File: config.mk
export PLATFORM = sky130hd
export DESIGN_NAME = csl_strap_latch
export DESIGN_NICKNAME = d
export VERILOG_FILES = /design/src/include/csl_pkg.sv /design/src/core/csl_strap_latch.sv
export SDC_FILE = /design/constraint.sdc
export NUM_CORES = 1
export LEC_CHECK = 0
export BUFFER_PORTS_ARGS = -buffer_cell sky130_fd_sc_hd__buf_2
export CORE_AREA = 2 2 77 79
export CTS_CLUSTER_SIZE = 40
export DETAILED_ROUTE_END_ITERATION = 12
export DIE_AREA = 0 0 79 81
export PLACE_DENSITY = 0.77
export SYNTH_ARGS = -nofsm -noshare
export SYNTH_HDL_FRONTEND = slang
export SYNTH_SLANG_ARGS = --single-unit
File: constraint.sdc
create_clock -name clock_in -period 2.8 [get_ports clock_in]
set_clock_uncertainty 0.15 [all_clocks]
set_input_delay 0.14 -clock clock_in [delete_from_list [all_inputs] [get_ports clock_in]]
set_output_delay 0.14 -clock clock_in [all_outputs]
set_load 0.1 [all_outputs]
File: src/include/csl_pkg.sv
`default_nettype none
package csl_pkg;
	// Soft-strap tie-off defaults used when no pin backs the strap.
	localparam int          CSL_LED_COUNT        = 6;
	localparam int          CSL_LED_FUN_WIDTH    = 2;
	localparam int          CSL_MODE_WIDTH       = 3;
	localparam logic [5:0]  CSL_LED_EN_DEFAULT   = 6'h3F;
	localparam logic [1:0]  CSL_LED_FUN_DEFAULT  = 2'h0;
	localparam logic        CSL_MANUAL_MDIX_DEF  = 1'h0;
	localparam logic        CSL_HEARTBEAT_OFF_DEF = 1'h0;
	// Port 1 interface modes.
	localparam logic [2:0]  CSL_MODE_INTERNAL_PHY = 3'h7;
	localparam logic [2:0]  CSL_MODE_MII_PHY      = 3'h1;
	localparam logic [2:0]  CSL_MODE_RMII_PHY     = 3'h2;
	localparam logic [2:0]  CSL_MODE_MII_MAC      = 3'h0;
	// Crossover settings.
	localparam logic        CSL_MDI_STRAIGHT = 1'h0;
	localparam logic        CSL_MDIX_CROSSED = 1'h1;
	// Soft-strap image bit positions.
	localparam int          CSL_IMG_LED_EN_LSB  = 0;
	localparam int          CSL_IMG_LED_FUN_LSB = 6;
	localparam int          CSL_IMG_AUTO_MDIX   = 8;
	localparam int          CSL_IMG_MAN_MDIX    = 9;
	localparam int          CSL_IMG_AUTONEG     = 10;
	localparam int          CSL_IMG_HEARTBEAT   = 11;
	localparam int          CSL_IMG_WIDTH       = 12;
	// Loader phases.
	typedef enum logic [2:0] {
		CSL_ST_IDLE = 3'h1,
		CSL_ST_WAIT = 3'h2,
		CSL_ST_DONE = 3'h4
	} csl_state_t;
endpackage
`default_nettype wire

File: src/core/csl_strap_latch.sv
`default_nettype none
module csl_strap_latch
	import csl_pkg::*;
#(
	parameter int HARD_WIDTH = 4
) (
	input  wire logic                      clock_in,
	input  wire logic                      rst_n_in,
	input  wire logic [HARD_WIDTH-1:0]     hard_straps_in,
	input  wire logic [CSL_MODE_WIDTH-1:0] port1_interface_mode_in,
	input  wire logic                      auto_mdix_strap_in,
	input  wire logic                      manual_mdix_strap_in,
	input  wire logic                      autoneg_strap_in,
	input  wire logic                      port1_heartbeat_off_strap_in,
	input  wire logic                      digital_reset_in,
	input  wire logic                      reload_cmd_in,
	input  wire logic                      eeprom_present_in,
	input  wire logic                      loader_valid_in,
	input  wire logic [CSL_IMG_WIDTH-1:0]  loader_image_in,
	input  wire logic                      crossover_control_select_in,
	output logic                           loader_start_out,
	output logic                           straps_ready_out,
	output logic [HARD_WIDTH-1:0]          hard_straps_out,
	output logic [CSL_LED_COUNT-1:0]       led_enable_bits_out,
	output logic [CSL_LED_FUN_WIDTH-1:0]   led_function_field_out,
	output logic                           auto_mdix_state_out,
	output logic                           mdix_auto_out,
	output logic                           mdix_crossed_out,
	output logic                           phy_autoneg_enable_bit_out,
	output logic                           heartbeat_test_off_bit_out
);

	// The block keeps a copy of every strap that the rest of the device reads at start-up.
	// Straps come in two kinds: hard ones, which only the pins can set, and soft ones,
	// which the EEPROM loader may replace once the pins have been captured.
	// Soft straps that have no pin of their own take fixed tie-off values instead.
	//
	// Every strap pin is asynchronous to the clock, so it passes three flip-flops.
	// The pins are trusted only once stages two and three have agreed for a few cycles.
	// This keeps a pin that is still settling after reset from being captured.
	//
	// Capture happens exactly once after each release of the asynchronous reset.
	// That reset stands for both the power-on reset and the external reset pin.
	// After capture the pin image is frozen; later pin activity is ignored.
	// The only way to capture new pin values is another assertion of that reset.
	//
	// Two copies of the soft strap image are kept.
	// The latched copy always holds the pin image taken at the last capture.
	// The active copy is what the outputs show, and the loader may overwrite it.
	// Keeping both lets a later request fall back without looking at the pins again.
	//
	// A digital reset or a reload command first restores the latched copy.
	// The loader is then started again, so any EEPROM contents are reapplied.
	// Without a usable EEPROM the wait ends at once and the latched copy stays.
	// Requests that arrive while the loader is busy are ignored, not queued.
	//
	// The ready output is low from the request until the image is final.
	// Consumers should only read the defaults while the ready output is high.
	// The loader start output is a single-cycle pulse for each loader run.
	//
	// Soft strap outputs come in two flavours.
	// Straps that configure a bit are copied straight from the active image.
	// Straps that only affect a bit are combined with the captured port mode.
	// The crossover outputs also depend on the live strap-control select input.
	// Crossover straps are ignored in the external interface modes of port 1.
	// The autoneg default is only honoured in the internal PHY mode.
	// The heartbeat-off default is only honoured in the MII PHY mode.
	//
	// Hazards and limits.
	// The loader image is only taken while the block waits for it.
	// A loader answer outside that window is dropped without notice.
	// An EEPROM that never answers while marked present keeps ready low for good.
	// The port mode is captured with the straps and never changes afterwards.
	// Mode codes outside the four known ones behave like the internal PHY mode
	// for crossover, but give autoneg and heartbeat-off defaults of zero.
	// Every output is registered, so results lag the internal state by one cycle.

	// Positions of each strap inside the synchronised pin word.
	localparam int PIN_HB_POS   = 0;
	localparam int PIN_AN_POS   = 1;
	localparam int PIN_MAN_POS  = 2;
	localparam int PIN_AUTO_POS = 3;
	localparam int PIN_MODE_LSB = 4;
	// Last count of the agreement window before the pins are trusted.
	localparam logic [1:0] SETTLE_LAST = 2'h3;

	// Pin synchronisers, three stages per strap pin and mode pin.
	localparam int PW = HARD_WIDTH + CSL_MODE_WIDTH + PIN_MODE_LSB;
	logic [PW-1:0] pin_raw;
	logic [PW-1:0] s1_reg, s2_reg, s3_reg;
	assign pin_raw = {hard_straps_in, port1_interface_mode_in, auto_mdix_strap_in,
		manual_mdix_strap_in, autoneg_strap_in, port1_heartbeat_off_strap_in};

	// Capture sequencing state.
	logic [1:0]                  settle_reg, settle_next;
	logic                        captured_reg, captured_next;
	logic [HARD_WIDTH-1:0]       hard_reg, hard_next;
	logic [CSL_MODE_WIDTH-1:0]   mode_reg, mode_next;
	logic [CSL_IMG_WIDTH-1:0]    latched_reg, latched_next;
	logic [CSL_IMG_WIDTH-1:0]    active_reg, active_next;
	csl_state_t                  state_reg, state_next;
	logic                        start_reg, start_next;
	logic                        ready_reg, ready_next;
	logic [CSL_IMG_WIDTH-1:0]    pin_img;
	logic                        mode_mii_family;

	// Builds a soft-strap image; pinless straps take tie-offs.
	function automatic logic [CSL_IMG_WIDTH-1:0] build_image(
		input logic auto_mdix,
		input logic man_mdix,
		input logic autoneg,
		input logic hb_off
	);
		logic [CSL_IMG_WIDTH-1:0] img;
		img = '0;
		img[CSL_IMG_LED_EN_LSB +: CSL_LED_COUNT]      = CSL_LED_EN_DEFAULT;
		img[CSL_IMG_LED_FUN_LSB +: CSL_LED_FUN_WIDTH] = CSL_LED_FUN_DEFAULT;
		img[CSL_IMG_AUTO_MDIX] = auto_mdix;
		img[CSL_IMG_MAN_MDIX]  = man_mdix;
		img[CSL_IMG_AUTONEG]   = autoneg;
		img[CSL_IMG_HEARTBEAT] = hb_off;
		return img;
	endfunction

	// Soft strap image as the synchronised pins show it now.
	assign pin_img = build_image(s3_reg[PIN_AUTO_POS], s3_reg[PIN_MAN_POS],
		s3_reg[PIN_AN_POS], s3_reg[PIN_HB_POS]);

	// Synchroniser chain; stage one feeds only stage two.
	always_ff @(posedge clock_in or negedge rst_n_in) begin
		if (!rst_n_in) begin
			s1_reg <= '0;
			s2_reg <= '0;
			s3_reg <= '0;
		end else begin
			s1_reg <= pin_raw;
			s2_reg <= s1_reg;
			s3_reg <= s2_reg;
		end
	end

	// Next-state logic for capture, override and loader sequencing.
	always_comb begin
		settle_next   = settle_reg;
		captured_next = captured_reg;
		hard_next     = hard_reg;
		mode_next     = mode_reg;
		latched_next  = latched_reg;
		active_next   = active_reg;
		state_next    = state_reg;
		start_next    = 1'b0;
		ready_next    = ready_reg;
		if (!captured_reg) begin
			// Wait until stages two and three agree for four cycles after release.
			if (s2_reg != s3_reg) begin
				settle_next = '0;
			end else if (settle_reg != SETTLE_LAST) begin
				settle_next = settle_reg + 2'h1;
			end else begin
				captured_next = 1'b1;
				hard_next     = s3_reg[PW-1 -: HARD_WIDTH];
				mode_next     = s3_reg[PIN_MODE_LSB +: CSL_MODE_WIDTH];
				latched_next  = pin_img;
				active_next   = pin_img;
				start_next    = 1'b1;
				state_next    = CSL_ST_WAIT;
			end
		end else begin
			unique case (state_reg)
				CSL_ST_IDLE, CSL_ST_DONE: begin
					if (digital_reset_in || reload_cmd_in) begin
						active_next = latched_reg;
						ready_next  = 1'b0;
						start_next  = 1'b1;
						state_next  = CSL_ST_WAIT;
					end
				end
				CSL_ST_WAIT: begin
					if (loader_valid_in) begin
						if (eeprom_present_in) begin
							active_next = loader_image_in;
						end
						ready_next = 1'b1;
						state_next = CSL_ST_DONE;
					end else if (!eeprom_present_in) begin
						ready_next = 1'b1;
						state_next = CSL_ST_DONE;
					end
				end
				default: state_next = CSL_ST_IDLE;
			endcase
		end
	end

	always_ff @(posedge clock_in or negedge rst_n_in) begin
		if (!rst_n_in) begin
			settle_reg   <= '0;
			captured_reg <= 1'b0;
			hard_reg     <= '0;
			mode_reg     <= '0;
			latched_reg  <= '0;
			active_reg   <= '0;
			state_reg    <= CSL_ST_IDLE;
			start_reg    <= 1'b0;
			ready_reg    <= 1'b0;
		end else begin
			settle_reg   <= settle_next;
			captured_reg <= captured_next;
			hard_reg     <= hard_next;
			mode_reg     <= mode_next;
			latched_reg  <= latched_next;
			active_reg   <= active_next;
			state_reg    <= state_next;
			start_reg    <= start_next;
			ready_reg    <= ready_next;
		end
	end

	assign mode_mii_family = (mode_reg == CSL_MODE_MII_PHY) ||
		(mode_reg == CSL_MODE_RMII_PHY) || (mode_reg == CSL_MODE_MII_MAC);

	// Output register computation.
	logic [CSL_LED_COUNT-1:0]     led_en_next;
	logic [CSL_LED_FUN_WIDTH-1:0] led_fun_next;
	logic                         amdix_state_next, mdix_auto_next, mdix_cross_next;
	logic                         an_next, hb_next;

	always_comb begin
		led_en_next      = active_reg[CSL_IMG_LED_EN_LSB +: CSL_LED_COUNT];
		led_fun_next     = active_reg[CSL_IMG_LED_FUN_LSB +: CSL_LED_FUN_WIDTH];
		amdix_state_next = active_reg[CSL_IMG_AUTO_MDIX];
		mdix_auto_next   = 1'b0;
		mdix_cross_next  = CSL_MDI_STRAIGHT;
		if (crossover_control_select_in && !mode_mii_family) begin
			mdix_auto_next = active_reg[CSL_IMG_AUTO_MDIX];
			if (!active_reg[CSL_IMG_AUTO_MDIX]) begin
				mdix_cross_next = active_reg[CSL_IMG_MAN_MDIX] ? CSL_MDIX_CROSSED
					: CSL_MDI_STRAIGHT;
			end
		end
		an_next = (mode_reg == CSL_MODE_INTERNAL_PHY) && active_reg[CSL_IMG_AUTONEG];
		hb_next = (mode_reg == CSL_MODE_MII_PHY) ? active_reg[CSL_IMG_HEARTBEAT]
			: CSL_HEARTBEAT_OFF_DEF;
	end

	// Registered outputs.
	always_ff @(posedge clock_in or negedge rst_n_in) begin
		if (!rst_n_in) begin
			loader_start_out           <= 1'b0;
			straps_ready_out           <= 1'b0;
			hard_straps_out            <= '0;
			led_enable_bits_out        <= '0;
			led_function_field_out     <= '0;
			auto_mdix_state_out        <= 1'b0;
			mdix_auto_out              <= 1'b0;
			mdix_crossed_out           <= 1'b0;
			phy_autoneg_enable_bit_out <= 1'b0;
			heartbeat_test_off_bit_out <= 1'b0;
		end else begin
			loader_start_out           <= start_reg;
			straps_ready_out           <= ready_reg;
			hard_straps_out            <= hard_reg;
			led_enable_bits_out        <= led_en_next;
			led_function_field_out     <= led_fun_next;
			auto_mdix_state_out        <= amdix_state_next;
			mdix_auto_out              <= mdix_auto_next;
			mdix_crossed_out           <= mdix_cross_next;
			phy_autoneg_enable_bit_out <= an_next;
			heartbeat_test_off_bit_out <= hb_next;
		end
	end

endmodule
`default_nettype wire

==> impl_metrics.json <==
{
  "status": "finished clean",
  "initial_core_util_pct": 52.5,
  "synth_edf_count": 0,
  "worstReg2RegStart": "s3_reg[0]",
  "portBuffers": 48,
  "comb_power_share_pct": 6.8,
  "die_y_um": 81,
  "track_usage_pct": 18.2,
  "finalSetupViolCount": 0,
  "die-width_um": 79,
  "clockBufferDepth": 2,
  "area_growth_pct": 25.0,
  "ys_ff_latch": 84,
  "clkPwrFrac_pct": 37.7,
  "grt_pass1_wl_um": 8620,
  "setup_tns_ns": 0,
  "drt_pass1_iterations": 4,
  "cts_buffers": 9,
  "pre_cts_slack_ns": 0.453,
  "syn_area_mm2": 0.00298,
  "clock-sinks": 84,
  "htree_num_levels": 3,
  "min_path_cells": 4,
  "num-fill-cells": 433,
  "vias": 1772,
  "synthFlopType": "dfrtp_1",
  "max_freq_ghz": 0.426,
  "yosys-top-cells-area": "dfrtp_1 70%, mux2_4 4.5%, xor2_1 3.2%, mux2i_1 2.3%, a2bb2oi_1 2.1%",
  "synth_common_cells": "83 x dfrtp_1, 11 x xor2_1, 9 x mux2_4, 9 x nand2_1",
  "maxSlewHeadroom_pct": 31.5,
  "setup_ws_ns": 0.450,
  "endpoint_kind": "flop",
  "intPower_mw": 1.76,
  "post-route-min-period_ns": 2.35,
  "cts_tree": "done",
  "synth.distinct_cells": 42,
  "crit_type": "flop to flop",
  "vdd_drop_max_v": 0.000443,
  "first_iter_violations": 103,
  "drc": 0,
  "yosys.area.top_type": "dfrtp_1",
  "core_mm2": 0.00568,
  "layout-drive-gt1-share_pct": 30.4,
  "die_area_mm2": 0.00640,
  "r2r_slack_ns": 0.45,
  "cp_max_fo": 8,
  "wl_um": 5250,
  "power.leakage_nw": 1.76,
  "vias_per_cell": 4.99,
  "power_switching_mw": 0.535,
  "diodes": 0,
  "ys_async_sr_fraction_pct": 100,
  "start_kind": "flop",
  "fin_crit_sh_pct": 83.9,
  "netlist_instances": 198,
  "cp.required_ns": 2.88,
  "min_path_type": "input port to flop",
  "cts_root_buf": "clkbuf_8",
  "ant_nets": 0,
  "hold_end": "state_reg[2]",
  "rsz0062_at_grt": "false",
  "wl_per_cell_um": 14.8,
  "worstSkewPairLatency_ns": 0.35,
  "seq_power_share_pct": 55.5,
  "swShare_pct": 23.3,
  "post_cts_buffers": 0,
  "syn_area_per_cell_um2": 15.1,
  "worst_pin_slew_ns": 1.03,
  "hold_viol": 0,
  "hpwlAfterDp_um": 3360,
  "yosysTopAreaCellShare_pct": 69.7,
  "syn-num-nets": 229,
  "pin_count": 49,
  "largest_reg_flops": 12,
  "timing.rr.end": "hard_reg[0]",
  "power_density_mw_per_mm2": 617,
  "antenna_found_initial": 0,
  "finalMaxSlewViolations": 0,
  "rows": 28,
  "r2r_cells": 6,
  "seq_area_frac_synth_pct": 70.5,
  "ys_warn_count": 0,
  "nNetsFinal": 308,
  "hold_start": "reload_cmd_in",
  "synth.most_common_cell": "dfrtp_1",
  "globalRouteOverflowTotal": 0,
  "grt_start_max_net_pins": 85,
  "first_global_vias": 1859,
  "place_congestion": 0.726,
  "cp_data_arrival_time_ns": 2.43,
  "clk_pin_slew_worst_paths_ns": 0.08,
  "drv_cap": 0
}
-- critical path, stage by stage (launching register included) --
cell and delay [ns]:
dfrtp_1 0.42, xor2_1 0.18, nor4_2 0.33, nand3_1 0.17, nor3b_2 0.39, buf_4 0.27, mux2_4 0.32
-- metrics by stage --
stage	instance area, µm²	hold slack, ns	utilization [%]	cells	power [mW]
finish	3730	0.0101	65.7	355	2.30
global route	3730	0.0290	65.7	355	2.38
CTS	3730	0.00972	65.7	355	2.31
detailed placement	3320	0.0993	58.5	320	1.44
global placement	3320	0.0977	58.5	320	1.43
floorplan	2980	-0.306	-	198	1.37
-- cell usage in the layout, fill, tap and decap left out, drive strengths merged, types with 3 or more instances in the layout --
cell         netlist  final
mux2i              7      7
inv                5      6
o21ai              5      5
nor3               6      6
dfrtp             83     83
nand4              3      3
a21oi              5      5
o2bb2ai            5      5
nor2               6      6
a2bb2oi            7      7
buf                4     52
dlygate4sd3        0     21
nor4               3      3
nand2              9      9
xor2              11     11
mux2              12     12
clkbuf             1     11
-- power groups by stage --
stage	Combinational (mW)	Sequential (mW)	Clock, mW
6_report	0.157	1.28	0.865
5_1_grt	0.171	1.28	0.933
4_1_cts	0.158	1.28	0.877
3_5_place_dp	0.136	1.30	0
3_3_place_gp	0.133	1.30	0
2_1_floorplan	0.0292	1.34	0
-- per-layer routing --
metal | vias up | global-route usage, % | share of wire, % | routed length, µm
met5 | - | 0 | 0 | 0
met3 | 10 | 5.56 | 5.2 | 275
li1 | 845 | - | - | -
met2 | 47 | 29.6 | 48 | 2540
met1 | 870 | 23.2 | 45 | 2340
met4 | 0 | 7.24 | 1.7 | 91
-- repair_timing --
action                                 4_1_cts  5_1_grt
setup endpoints to repair                    0        0
gates resized for setup                      0        0
hold buffers                                21        0
endpoints found under the hold margin      104        0
-- cells by family (layout without fill, tap and decap cells) --
logic type / after synthesis / in the layout / synth area share, %
flip-flops: 84 / 84 / 70.5
AND/OR/NAND/NOR: 42 / 42 / 8.35
AO/OA/AOI/OAI: 29 / 29 / 7.22
multiplexers: 19 / 19 / 8.02
XOR/XNOR: 13 / 13 / 3.82
buffers and inverters: 10 / 92 / 1.64
adder cells (fa/ha/maj): 1 / 1 / 0.420
-- cell type report --
type | instances | area (µm²) | share of cell area, %
clock buffer | 11 | 151 | 4.06
clock inverter | 3 | 46.3 | 1.24
inverter | 5 | 18.8 | 0.504
multi-input combinational | 104 | 830 | 22.3
sequential | 84 | 2100 | 56.4
tap | 75 | 93.8 | 2.52
timing repair buffer | 73 | 483 | 13.0
-- how the worst max path moves through the flow --
stage / startpoint / to / depth (start not counted)
after floorplan: s3_reg[8] / hard_reg[0] / 6
after global placement: s3_reg[0] / mode_reg[0] / 6
after detailed placement: s3_reg[0] / hard_reg[1] / 6
after CTS: s3_reg[0] / hard_reg[0] / 6
after global routing: s3_reg[0] / hard_reg[0] / 6
final: s3_reg[0] / hard_reg[0] / 6
No activity file was read; power rests on OpenSTA's default activity.
